[src/cpi_map.svh]
// constants for the crosspoint programming interface
`ifndef CPI_MAP_SVH
`define CPI_MAP_SVH
`define CPI_NUM_OUT      9
`define CPI_NUM_IN       16
`define CPI_FIELD_W      5
`define CPI_WORD_W       45
`define CPI_EN_POS       4
`define CPI_SEL_W        4
`define CPI_ADDR_W       4
`define CPI_CNT_W        6
`define CPI_CNT_LAST     6'h2c
`define CPI_PIN_W        17
`define CPI_PIN_RST      17'h1ffff
`define CPI_RANK1_RST    45'h0
`define CPI_RANK2_RST    45'h0
`endif

[src/cpi_pkg.sv]
// types shared by the crosspoint programming modules
`include "cpi_map.svh"
package cpi_pkg;
   typedef enum logic [1:0] {
      mode_idle,
      mode_serial,
      mode_parallel,
      mode_broadcast
   } cpi_mode_t;
   typedef enum logic [1:0] {
      op_none,
      op_shift,
      op_field,
      op_bcast
   } cpi_op_t;
   typedef logic [`CPI_FIELD_W-1:0] cpi_field_t;
endpackage

[src/cpi_rank_if.sv]
// link between the control logic and the first-rank register
`timescale 1ns/1ps
`include "cpi_map.svh"
interface cpi_rank_if;
   cpi_pkg::cpi_op_t          op;
   logic                      sdi;
   logic [`CPI_ADDR_W-1:0]    addr;
   cpi_pkg::cpi_field_t       data;
   logic [`CPI_WORD_W-1:0]    word;
   modport ctrl (output op, output sdi, output addr, output data,
                 input word);
   modport rank (input op, input sdi, input addr, input data,
                 output word);
endinterface

[src/cpi_top.sv]
// crosspoint programming interface: pin sampling, ranks and routing
`timescale 1ns/1ps
`include "cpi_map.svh"
module cpi_top #(
   parameter int NUM_OUT = `CPI_NUM_OUT,
   parameter int NUM_IN  = `CPI_NUM_IN,
   parameter int FIELD_W = `CPI_FIELD_W
) (
   input  wire logic                       clk_sys,                // clock
   input  wire logic                       arst_n,                 // reset
   input  wire logic                       cs_n,                   // select
   input  wire logic                       serial_clk_n,           // sclk
   input  wire logic                       serial_data_in,         // sdi
   input  wire logic                       update_n,               // update
   input  wire logic                       serial_parallel_select, // mode
   input  wire logic                       write_strobe_n,         // we
   input  wire logic                       matrix_reset_n,         // rst
   input  wire logic                       cm_passthrough_select,  // cm
   input  wire logic [`CPI_ADDR_W-1:0]     output_channel_address, // addr
   input  wire logic                       output_enable_bit,      // d4
   input  wire logic [`CPI_SEL_W-1:0]      input_channel_select,   // d3..0
   output logic                            serial_data_out,        // sdo
   output logic [NUM_OUT-1:0]              out_enable,             // on
   output logic [NUM_OUT*`CPI_SEL_W-1:0]   out_select,             // sel
   output logic [NUM_OUT*NUM_IN-1:0]       route_onehot,           // x
   output logic                            cm_pass,                // cm
   output logic [1:0]                      prog_mode,              // mode
   output logic [`CPI_CNT_W-1:0]           shift_count,            // bits
   output logic                            word_loaded             // full
);
   localparam int WORD_W = NUM_OUT * FIELD_W;
   localparam int SEL_W  = `CPI_SEL_W;

   if (WORD_W != `CPI_WORD_W || FIELD_W != SEL_W + 1 ||
       NUM_IN != (1 << SEL_W) || NUM_OUT > (1 << `CPI_ADDR_W))
   begin : g_bad
      $error("crosspoint geometry not supported");
   end

   // field of output k from a full word
   function automatic logic [FIELD_W-1:0] field_of(
      input logic [WORD_W-1:0] w,
      input int                k
   );
      field_of = w[k*FIELD_W +: FIELD_W];
   endfunction

   // one-hot input choice, none when off
   function automatic logic [NUM_IN-1:0] route_of(
      input logic [FIELD_W-1:0] f
   );
      logic [NUM_IN-1:0] r;
      r = '0;
      if (f[`CPI_EN_POS])
         r[f[SEL_W-1:0]] = 1'b1;
      route_of = r;
   endfunction

   // reset release
   logic rst_meta_q;
   logic rst_n_q;

   always_ff @(posedge clk_sys or negedge arst_n)
   begin
      if (!arst_n)
      begin
         rst_meta_q <= 1'b0;
         rst_n_q    <= 1'b0;
      end
      else
      begin
         rst_meta_q <= 1'b1;
         rst_n_q    <= rst_meta_q;
      end
   end

   // all pins pass two flops before use
   logic [`CPI_PIN_W-1:0] pins_s;

   cpi_sync #(
      .W       (`CPI_PIN_W),
      .RST_VAL (`CPI_PIN_RST)
   ) u_sync (
      .clk_sys (clk_sys),
      .rst_n   (rst_n_q),
      .d       ({cs_n, serial_clk_n, serial_data_in, update_n,
                 serial_parallel_select, write_strobe_n, matrix_reset_n,
                 cm_passthrough_select, output_channel_address,
                 output_enable_bit, input_channel_select}),
      .q       (pins_s)
   );

   logic                   cs_n_s;
   logic                   sclk_n_s;
   logic                   sdi_s;
   logic                   upd_n_s;
   logic                   sp_s;
   logic                   we_n_s;
   logic                   mrst_n_s;
   logic                   cm_s;
   logic [`CPI_ADDR_W-1:0] addr_s;
   logic [FIELD_W-1:0]     data_s;

   assign {cs_n_s, sclk_n_s, sdi_s, upd_n_s, sp_s, we_n_s, mrst_n_s,
           cm_s, addr_s, data_s} = pins_s;

   logic gclk_n;
   logic gupd_n;

   assign gclk_n = sclk_n_s | cs_n_s;
   assign gupd_n = upd_n_s | cs_n_s;

   // edge history
   logic gclk_prev_q;
   logic we_prev_q;

   always_ff @(posedge clk_sys or negedge rst_n_q)
   begin
      if (!rst_n_q)
      begin
         gclk_prev_q <= 1'b1;
         we_prev_q   <= 1'b1;
      end
      else
      begin
         gclk_prev_q <= gclk_n;
         we_prev_q   <= we_n_s;
      end
   end

   logic gclk_fall;
   logic we_fall;

   assign gclk_fall = gclk_prev_q & ~gclk_n;
   assign we_fall   = we_prev_q & ~we_n_s;

   // first rank operation decode
   cpi_rank_if rif ();

   always_comb
   begin
      rif.op = cpi_pkg::op_none;
      if (!sp_s)
      begin
         if (gclk_fall)
            rif.op = cpi_pkg::op_shift;
         else if (we_fall && gclk_n)
            rif.op = cpi_pkg::op_bcast;
      end
      // parallel field write, select not needed
      else if (we_fall)
         rif.op = cpi_pkg::op_field;
   end

   assign rif.sdi  = sdi_s;
   assign rif.addr = addr_s;
   assign rif.data = data_s;

   // both programming paths share one register
   cpi_first_rank #(
      .NUM_OUT (NUM_OUT),
      .FIELD_W (FIELD_W)
   ) u_rank1 (
      .clk_sys (clk_sys),
      .rst_n   (rst_n_q),
      .rif     (rif.rank)
   );

   // second rank; one clock behind the first rank while open
   logic [WORD_W-1:0] rank2_q;

   always_ff @(posedge clk_sys or negedge rst_n_q)
   begin
      if (!rst_n_q)
         rank2_q <= `CPI_RANK2_RST;
      // matrix reset clears only this rank
      else if (!mrst_n_s)
         rank2_q <= `CPI_RANK2_RST;
      else if (!gupd_n)
         rank2_q <= rif.word;
   end

   // fields split out here: a function result cannot be part-selected
   logic [FIELD_W-1:0] fld [NUM_OUT];

   always_comb
   begin
      for (int k = 0; k < NUM_OUT; k++)
         fld[k] = field_of(rank2_q, k);
   end

   always_ff @(posedge clk_sys or negedge rst_n_q)
   begin
      if (!rst_n_q)
      begin
         out_enable   <= '0;
         out_select   <= '0;
         route_onehot <= '0;
      end
      else
      begin
         for (int k = 0; k < NUM_OUT; k++)
         begin
            out_enable[k] <= fld[k][`CPI_EN_POS];
            out_select[k*SEL_W +: SEL_W] <= fld[k][SEL_W-1:0];
            route_onehot[k*NUM_IN +: NUM_IN] <= route_of(fld[k]);
         end
      end
   end

   // last stage feeds the next device
   always_ff @(posedge clk_sys or negedge rst_n_q)
   begin
      if (!rst_n_q)
         serial_data_out <= 1'b0;
      else
         serial_data_out <= rif.word[WORD_W-1];
   end

   always_ff @(posedge clk_sys or negedge rst_n_q)
   begin
      if (!rst_n_q)
         cm_pass <= 1'b0;
      else
         cm_pass <= cm_s;
   end

   // mode status for software visibility
   cpi_pkg::cpi_mode_t mode_d;

   always_comb
   begin
      case ({sp_s, cs_n_s, gclk_n})
         3'h0, 3'h1:
            mode_d = cpi_pkg::mode_serial;
         3'h2, 3'h3:
            mode_d = cpi_pkg::mode_broadcast;
         3'h4, 3'h5, 3'h6, 3'h7:
            mode_d = cpi_pkg::mode_parallel;
         default:
            mode_d = cpi_pkg::mode_idle;
      endcase
      if (!sp_s && cs_n_s)
         mode_d = cpi_pkg::mode_idle;
   end

   always_ff @(posedge clk_sys or negedge rst_n_q)
   begin
      if (!rst_n_q)
         prog_mode <= cpi_pkg::mode_idle;
      else
         prog_mode <= mode_d;
   end

   // count bits of one word; wraps every 45
   logic shifting;

   assign shifting = (rif.op == cpi_pkg::op_shift);

   always_ff @(posedge clk_sys or negedge rst_n_q)
   begin
      if (!rst_n_q)
         shift_count <= '0;
      else if (shifting)
      begin
         if (shift_count == `CPI_CNT_LAST)
            shift_count <= '0;
         else
            shift_count <= shift_count + 1'b1;
      end
      else if (cs_n_s)
         shift_count <= '0;
   end

   // full word ready to apply; a new shift starts over
   always_ff @(posedge clk_sys or negedge rst_n_q)
   begin
      if (!rst_n_q)
         word_loaded <= 1'b0;
      else if (shifting)
         word_loaded <= (shift_count == `CPI_CNT_LAST);
      else if (rif.op == cpi_pkg::op_bcast)
         word_loaded <= 1'b1;
   end
endmodule

[src/cpi_sync.sv]
// two-flop synchroniser for a group of pin inputs
`timescale 1ns/1ps
`include "cpi_map.svh"
module cpi_sync #(
   parameter int         W       = `CPI_PIN_W,
   parameter logic [W-1:0] RST_VAL = '1
) (
   input  wire logic          clk_sys,  // system clock
   input  wire logic          rst_n,    // synchronised reset
   input  wire logic [W-1:0]  d,        // asynchronous pins
   output logic      [W-1:0]  q         // synchronised copy
);
   logic [W-1:0] meta_q;

   always_ff @(posedge clk_sys or negedge rst_n)
   begin
      if (!rst_n)
      begin
         meta_q <= RST_VAL;
         q      <= RST_VAL;
      end
      else
      begin
         meta_q <= d;
         q      <= meta_q;
      end
   end
endmodule

[src/cpi_first_rank.sv]
// first-rank programming register: serial shift, field and broadcast
`timescale 1ns/1ps
`include "cpi_map.svh"
module cpi_first_rank #(
   parameter int NUM_OUT = `CPI_NUM_OUT,
   parameter int FIELD_W = `CPI_FIELD_W
) (
   input  wire logic  clk_sys,  // system clock
   input  wire logic  rst_n,    // synchronised reset
   cpi_rank_if.rank   rif       // operation in, word out
);
   localparam int WORD_W = NUM_OUT * FIELD_W;

   if (WORD_W != `CPI_WORD_W || FIELD_W != `CPI_FIELD_W)
   begin : g_bad
      $error("first rank size does not match the interface");
   end

   logic [WORD_W-1:0] word_q;

   always_ff @(posedge clk_sys or negedge rst_n)
   begin
      if (!rst_n)
         word_q <= `CPI_RANK1_RST;
      else
      begin
         case (rif.op)
            cpi_pkg::op_shift:
               word_q <= {word_q[WORD_W-2:0], rif.sdi};
            cpi_pkg::op_field:
               if (int'(rif.addr) < NUM_OUT)
                  word_q[int'(rif.addr)*FIELD_W +: FIELD_W] <= rif.data;
            cpi_pkg::op_bcast:
               word_q <= {NUM_OUT{rif.data}};
            default:
               word_q <= word_q;
         endcase
      end
   end

   assign rif.word = word_q;
endmodule

[config.mk]
export PLATFORM = sky130hd
export DESIGN_NAME = cpi_top
export DESIGN_NICKNAME = d
export VERILOG_FILES = /design/src/cpi_pkg.sv /design/src/cpi_rank_if.sv /design/src/cpi_top.sv /design/src/cpi_sync.sv /design/src/cpi_first_rank.sv
export VERILOG_INCLUDE_DIRS = /design/src
export SDC_FILE = /design/constraint.sdc
export NUM_CORES = 1
export LEC_CHECK = 0
export BUFFER_PORTS_ARGS = -buffer_cell sky130_fd_sc_hd__buf_2
export CORE_MARGIN = 8
export CORE_UTILIZATION = 52
export CTS_BUF_LIST = sky130_fd_sc_hd__clkbuf_4
export DETAILED_ROUTE_END_ITERATION = 8
export PLACE_DENSITY = 0.78
export SLEW_MARGIN = 5
export SYNTH_ARGS = -nofsm -noshare
export SYNTH_HDL_FRONTEND = slang
export SYNTH_SLANG_ARGS = --single-unit
[constraint.sdc]
create_clock -name clk_sys -period 9.5 [get_ports clk_sys]
set_input_delay 0.475 -clock clk_sys [delete_from_list [all_inputs] [get_ports clk_sys]]
set_output_delay 0.475 -clock clk_sys [all_outputs]
set_load 0.02 [all_outputs]
==> impl_results.rst <==
.. list-table::
   :header-rows: 1

   * - Metric
     - Value
   * - Clock buffers created by TritonCTS
     - around 80
   * - Maximum number of buffers from clock root to sink
     - 3
   * - Maximum ir drop on the vdd rail
     - approximately 0.00014 V
   * - Buffers added on ports
     - 218
   * - Setup Total Neg Slack
     - 0 ns
   * - Remaining DRCs
     - 0
   * - Mapped Area
     - about 12000 um2
   * - Maximum number of pins on one net before global-route repair
     - roughly 200
   * - Non-filler instance count after layout
     - approximately 1600
   * - Drt first-iter violations
     - around 780
   * - Number of hold buffers added after CTS
     - 18
   * - Rows
     - 56
   * - Footprint of the multi-input gates
     - 3590 um2
   * - Share of cells above drive strength 1
     - between 30% and 40%
   * - Reg power frac
     - a little over half
   * - #FFs+latches synth
     - 328
   * - Leakage power
     - around 7.3 nW
   * - Outcome
     - complete, no violations
   * - Final global-route overflow total
     - 0
   * - Main flop type after synthesis
     - dfrtp_1
   * - Final Worst Setup Slack
     - between 6 and 7 ns
   * - Net Count, Synth
     - roughly 1000
   * - Via total after detailed routing
     - 8616
   * - Share of synthesized flip-flops with an asynchronous set or reset
     - 100%
   * - Drt pass-1 iters
     - 5
   * - CTS tree
     - done
   * - Clock root buffer
     - clkbuf_4
   * - Top-level I/O count
     - ~220
   * - Internal
     - about 0.0022 W
   * - Wire length of the first global-routing pass
     - 46100 um
   * - Core box area
     - roughly 23000 um2
   * - Switch share
     - 26.6%
   * - Vias per std cell
     - roughly 5.3
   * - Sequential cell area in the final layout
     - just over 8000 um2
   * - Final Hold Vio Count
     - 0
   * - Antenna viol nets, final
     - 0
   * - Net switching component of the power
     - slightly below 0.0008 W
   * - Average routed wire per standard cell
     - approximately 17 um
   * - Sequential share of the synthesized area
     - around two thirds
   * - Cell total after placement
     - approximately 1500
   * - Worst rel slew slack
     - between 10% and 20%
   * - Proportion of power drawn by the clock network
     - between 30% and 40%
   * - Avg Inst Size Synth
     - between 10 and 15 um2
   * - Number of enable-type register cells in the synthesized netlist
     - 0
   * - Power density of the placed cells
     - ~200 nW/um2
   * - Max-cap viol count
     - 0
   * - Setup fix buffers added after clock tree synthesis
     - 0
   * - Latest clock arrival within the worst-skew pair
     - about 0.68 ns
   * - Maximum operating frequency
     - between 300 and 400 MHz
   * - Global Route Usage Sum
     - around a fifth
   * - Minimum period implied by the final worst setup slack
     - roughly 2.8 ns
   * - Setup repair after global routing missed its margin
     - no
   * - Area overhead of the layout relative to synthesis
     - 20.6%
   * - Total power
     - just under 0.003 W
   * - Post-CTS resize count
     - 0
   * - Unique masters post-synth
     - slightly above 60
   * - Data arrival time of the worst path
     - 3.33 ns
   * - WP data required
     - a little over 10 ns
   * - Category of the critical setup timing path
     - reg -> reg
   * - Setup slack at placement
     - 6.90 ns
   * - Final wirelength
     - around 28000 um
   * - Total half-perimeter wirelength after legalization and detailed placement
     - 17600 um
   * - Worst Skew
     - ~0.025 ns
   * - RePlAce Congestion
     - slightly below 0.9
   * - Min-delay worst type
     - in -> async
   * - Clock-pin slew of the registers on the worst-case setup and hold paths
     - ~0.070 ns
   * - Area of the die
     - 28400 um2
   * - Transition at the pin with the smallest max-transition slack
     - between 1 and 1.5 ns
   * - Antenna violations before repair
     - 1
   * - Peak fanout along the critical path
     - 13
   * - Logic gate share of total power
     - 9.1%
   * - Fin crit share
     - 29.2%
   * - Number of warnings printed during yosys synthesis
     - 0
   * - Filler Cell Count
     - approximately 1800
   * - Category of the worst setup path capture point
     - flip-flop
   * - CTS H-tree depth
     - 3
   * - Number of endpoints failing setup at the final stage
     - 0
   * - Cell count after synthesis
     - 979
   * - Width of the die
     - roughly 170 um
   * - Kind of start point of the critical path
     - flip-flop
   * - Net count, final
     - ~1300
   * - CTS Sinks
     - around 330
   * - Height of the die
     - between 150 and 200 um
   * - Setup slack on the worst flop-to-flop path
     - ~6.7 ns
   * - Vias in the first global route
     - about 9000
   * - Initial Util
     - 52.2%
   * - Final count of pins violating max slew
     - 0
-- area by class of cell --
type                            count  area share (%)
Sequential cell                   328            56.5
Multi-Input combinational cell    591            24.6
Timing Repair Buffer              243            9.15
Clock buffer                      116            5.96
Tap cell                          319            2.73
Clock inverter                     27           0.779
Inverter                           10           0.257
Antenna cell                        1          0.0171
-- routing by layer --
metal / track usage (%) / up-vias / routed length, um
met2: 31.0 / 328 / 13000
li1: - / 4029 / -
met5: 0 / - / 0
met1: 26.2 / 4210 / 12000
met4: 8.46 / 0 / 578
met3: 4.96 / 49 / 2160
-- Yosys cell counts, types with 2 or more instances --
| master | number | area (um2) |
|---|---|---|
| nor2b_1 | 6 | 37.5 |
| a2bb2oi_1 | 27 | 236 |
| buf_6 | 5 | 56.3 |
| a32oi_1 | 2 | 17.5 |
| nand2_1 | 43 | 161 |
| nor3_1 | 37 | 185 |
| a21o_1 | 4 | 30.0 |
| and2_1 | 10 | 62.6 |
| a22o_1 | 45 | 394 |
| o31ai_1 | 2 | 15.0 |
| nand2b_1 | 42 | 263 |
| a21oi_1 | 39 | 195 |
| buf_2 | 14 | 70.1 |
| nand3_1 | 21 | 105 |
| a21oi_2 | 20 | 175 |
| or3b_2 | 9 | 78.8 |
| a221oi_1 | 5 | 43.8 |
| dfrtp_1 | 292 | 7310 |
| a31o_1 | 2 | 17.5 |
| and3_1 | 6 | 37.5 |
| o21ai_0 | 40 | 200 |
| nor4b_2 | 2 | 30.0 |
| dfstp_2 | 36 | 946 |
| ha_1 | 6 | 75.1 |
| o21ai_1 | 12 | 60.1 |
| o22ai_1 | 5 | 31.3 |
| and4_1 | 4 | 35.0 |
| or3b_1 | 2 | 17.5 |
| o21a_1 | 17 | 128 |
| clkbuf_1 | 28 | 105 |
| buf_4 | 3 | 22.5 |
| nor2_1 | 132 | 495 |
| inv_1 | 9 | 33.8 |
| xor2_1 | 2 | 17.5 |
| o2bb2ai_1 | 5 | 43.8 |
| nand3b_1 | 19 | 143 |
-- flip-flops by register name, indices dropped and copies added (netlist names), 2 cells and up --
register,count
out_select,36
route_onehot,144
u_sync.meta_q,17
rank2_q,45
prog_mode,2
u_sync.q,17
u_rank1.rif.word,45
out_enable,9
shift_count,6
-- kinds of logic after synthesis --
family / Yosys count / share of synthesized area (%)
compound gates: 236 / 14.0
xor+xnor: 2 / 0.145
fa+ha+maj: 6 / 0.620
buf+inv: 60 / 2.41
flops: 328 / 68.1
mux: 1 / 0.0826
other cells: 1 / 0.0309
simple gates: 345 / 14.6
-- placed cells by master (no fill, tap or decap), types with 6 or more instances in the layout --
cell type        n
dfstp_2         36
nand2b_1        42
dlygate4sd3_1   18
nand2_1         43
buf_2          218
or3b_2           9
o21ai_1         12
a2bb2oi_1       27
ha_1             6
nand3b_1        19
and2_1          10
o21ai_0         40
clkbuf_4       116
a22o_1          45
a21oi_2         20
nor3_1          37
nor2_1         131
and3_1           6
o21a_1          17
clkinv_1        18
buf_4            6
nand3_1         21
dfrtp_1        291
inv_1            9
a21oi_1         39
nor2b_1          6
-- worst max-delay path, cell delays in order (launching register included) --
cell,delay [ns]
dfstp_2,0.63
inv_1,0.12
ha_1,0.34
or3b_1,0.38
a2111oi_0,0.65
a311oi_1,0.25
o21ai_1,0.20
nand3_1,0.09
-- power by group through the flow --
stage / Sequential [W] / Combinational (W) / Clock (W)
floorplan: 0.00162 / 0.000166 / 0
global placement: 0.00162 / 0.000257 / 0
detailed placement: 0.00162 / 0.000265 / 0
CTS: 0.00159 / 0.000271 / 0.00114
global route: 0.00161 / 0.000298 / 0.00122
finish: 0.00159 / 0.000269 / 0.00110
-- worst paths after layout --
path | depth (start not counted) | to | startpoint
worst min-delay path | 2 | rst_n_q | arst_n
worst max register to register | 7 | u_rank1.rif.word[21] | u_sync.q[5]
min in group clk_sys | 0 | u_sync.q[7] | u_sync.meta_q[7]
worst min register to register | 0 | u_sync.q[7] | u_sync.meta_q[7]
max in group asynchronous | 1 | route_onehot[20] | rst_n_q
worst max-delay path | 7 | u_rank1.rif.word[21] | u_sync.q[5]
-- through the flow --
step	hold slack (ns)	utilization [%]	cell area (um2)
2_1_floorplan	0.179	-	12100
5_1_grt	0.114	63.0	14600
4_1_cts	0.0754	63.0	14600
6_report	0.131	63.0	14600
3_5_place_dp	0.264	58.0	13400
3_3_place_gp	0.261	58.0	13400
Power figures use the tool's default switching activity.
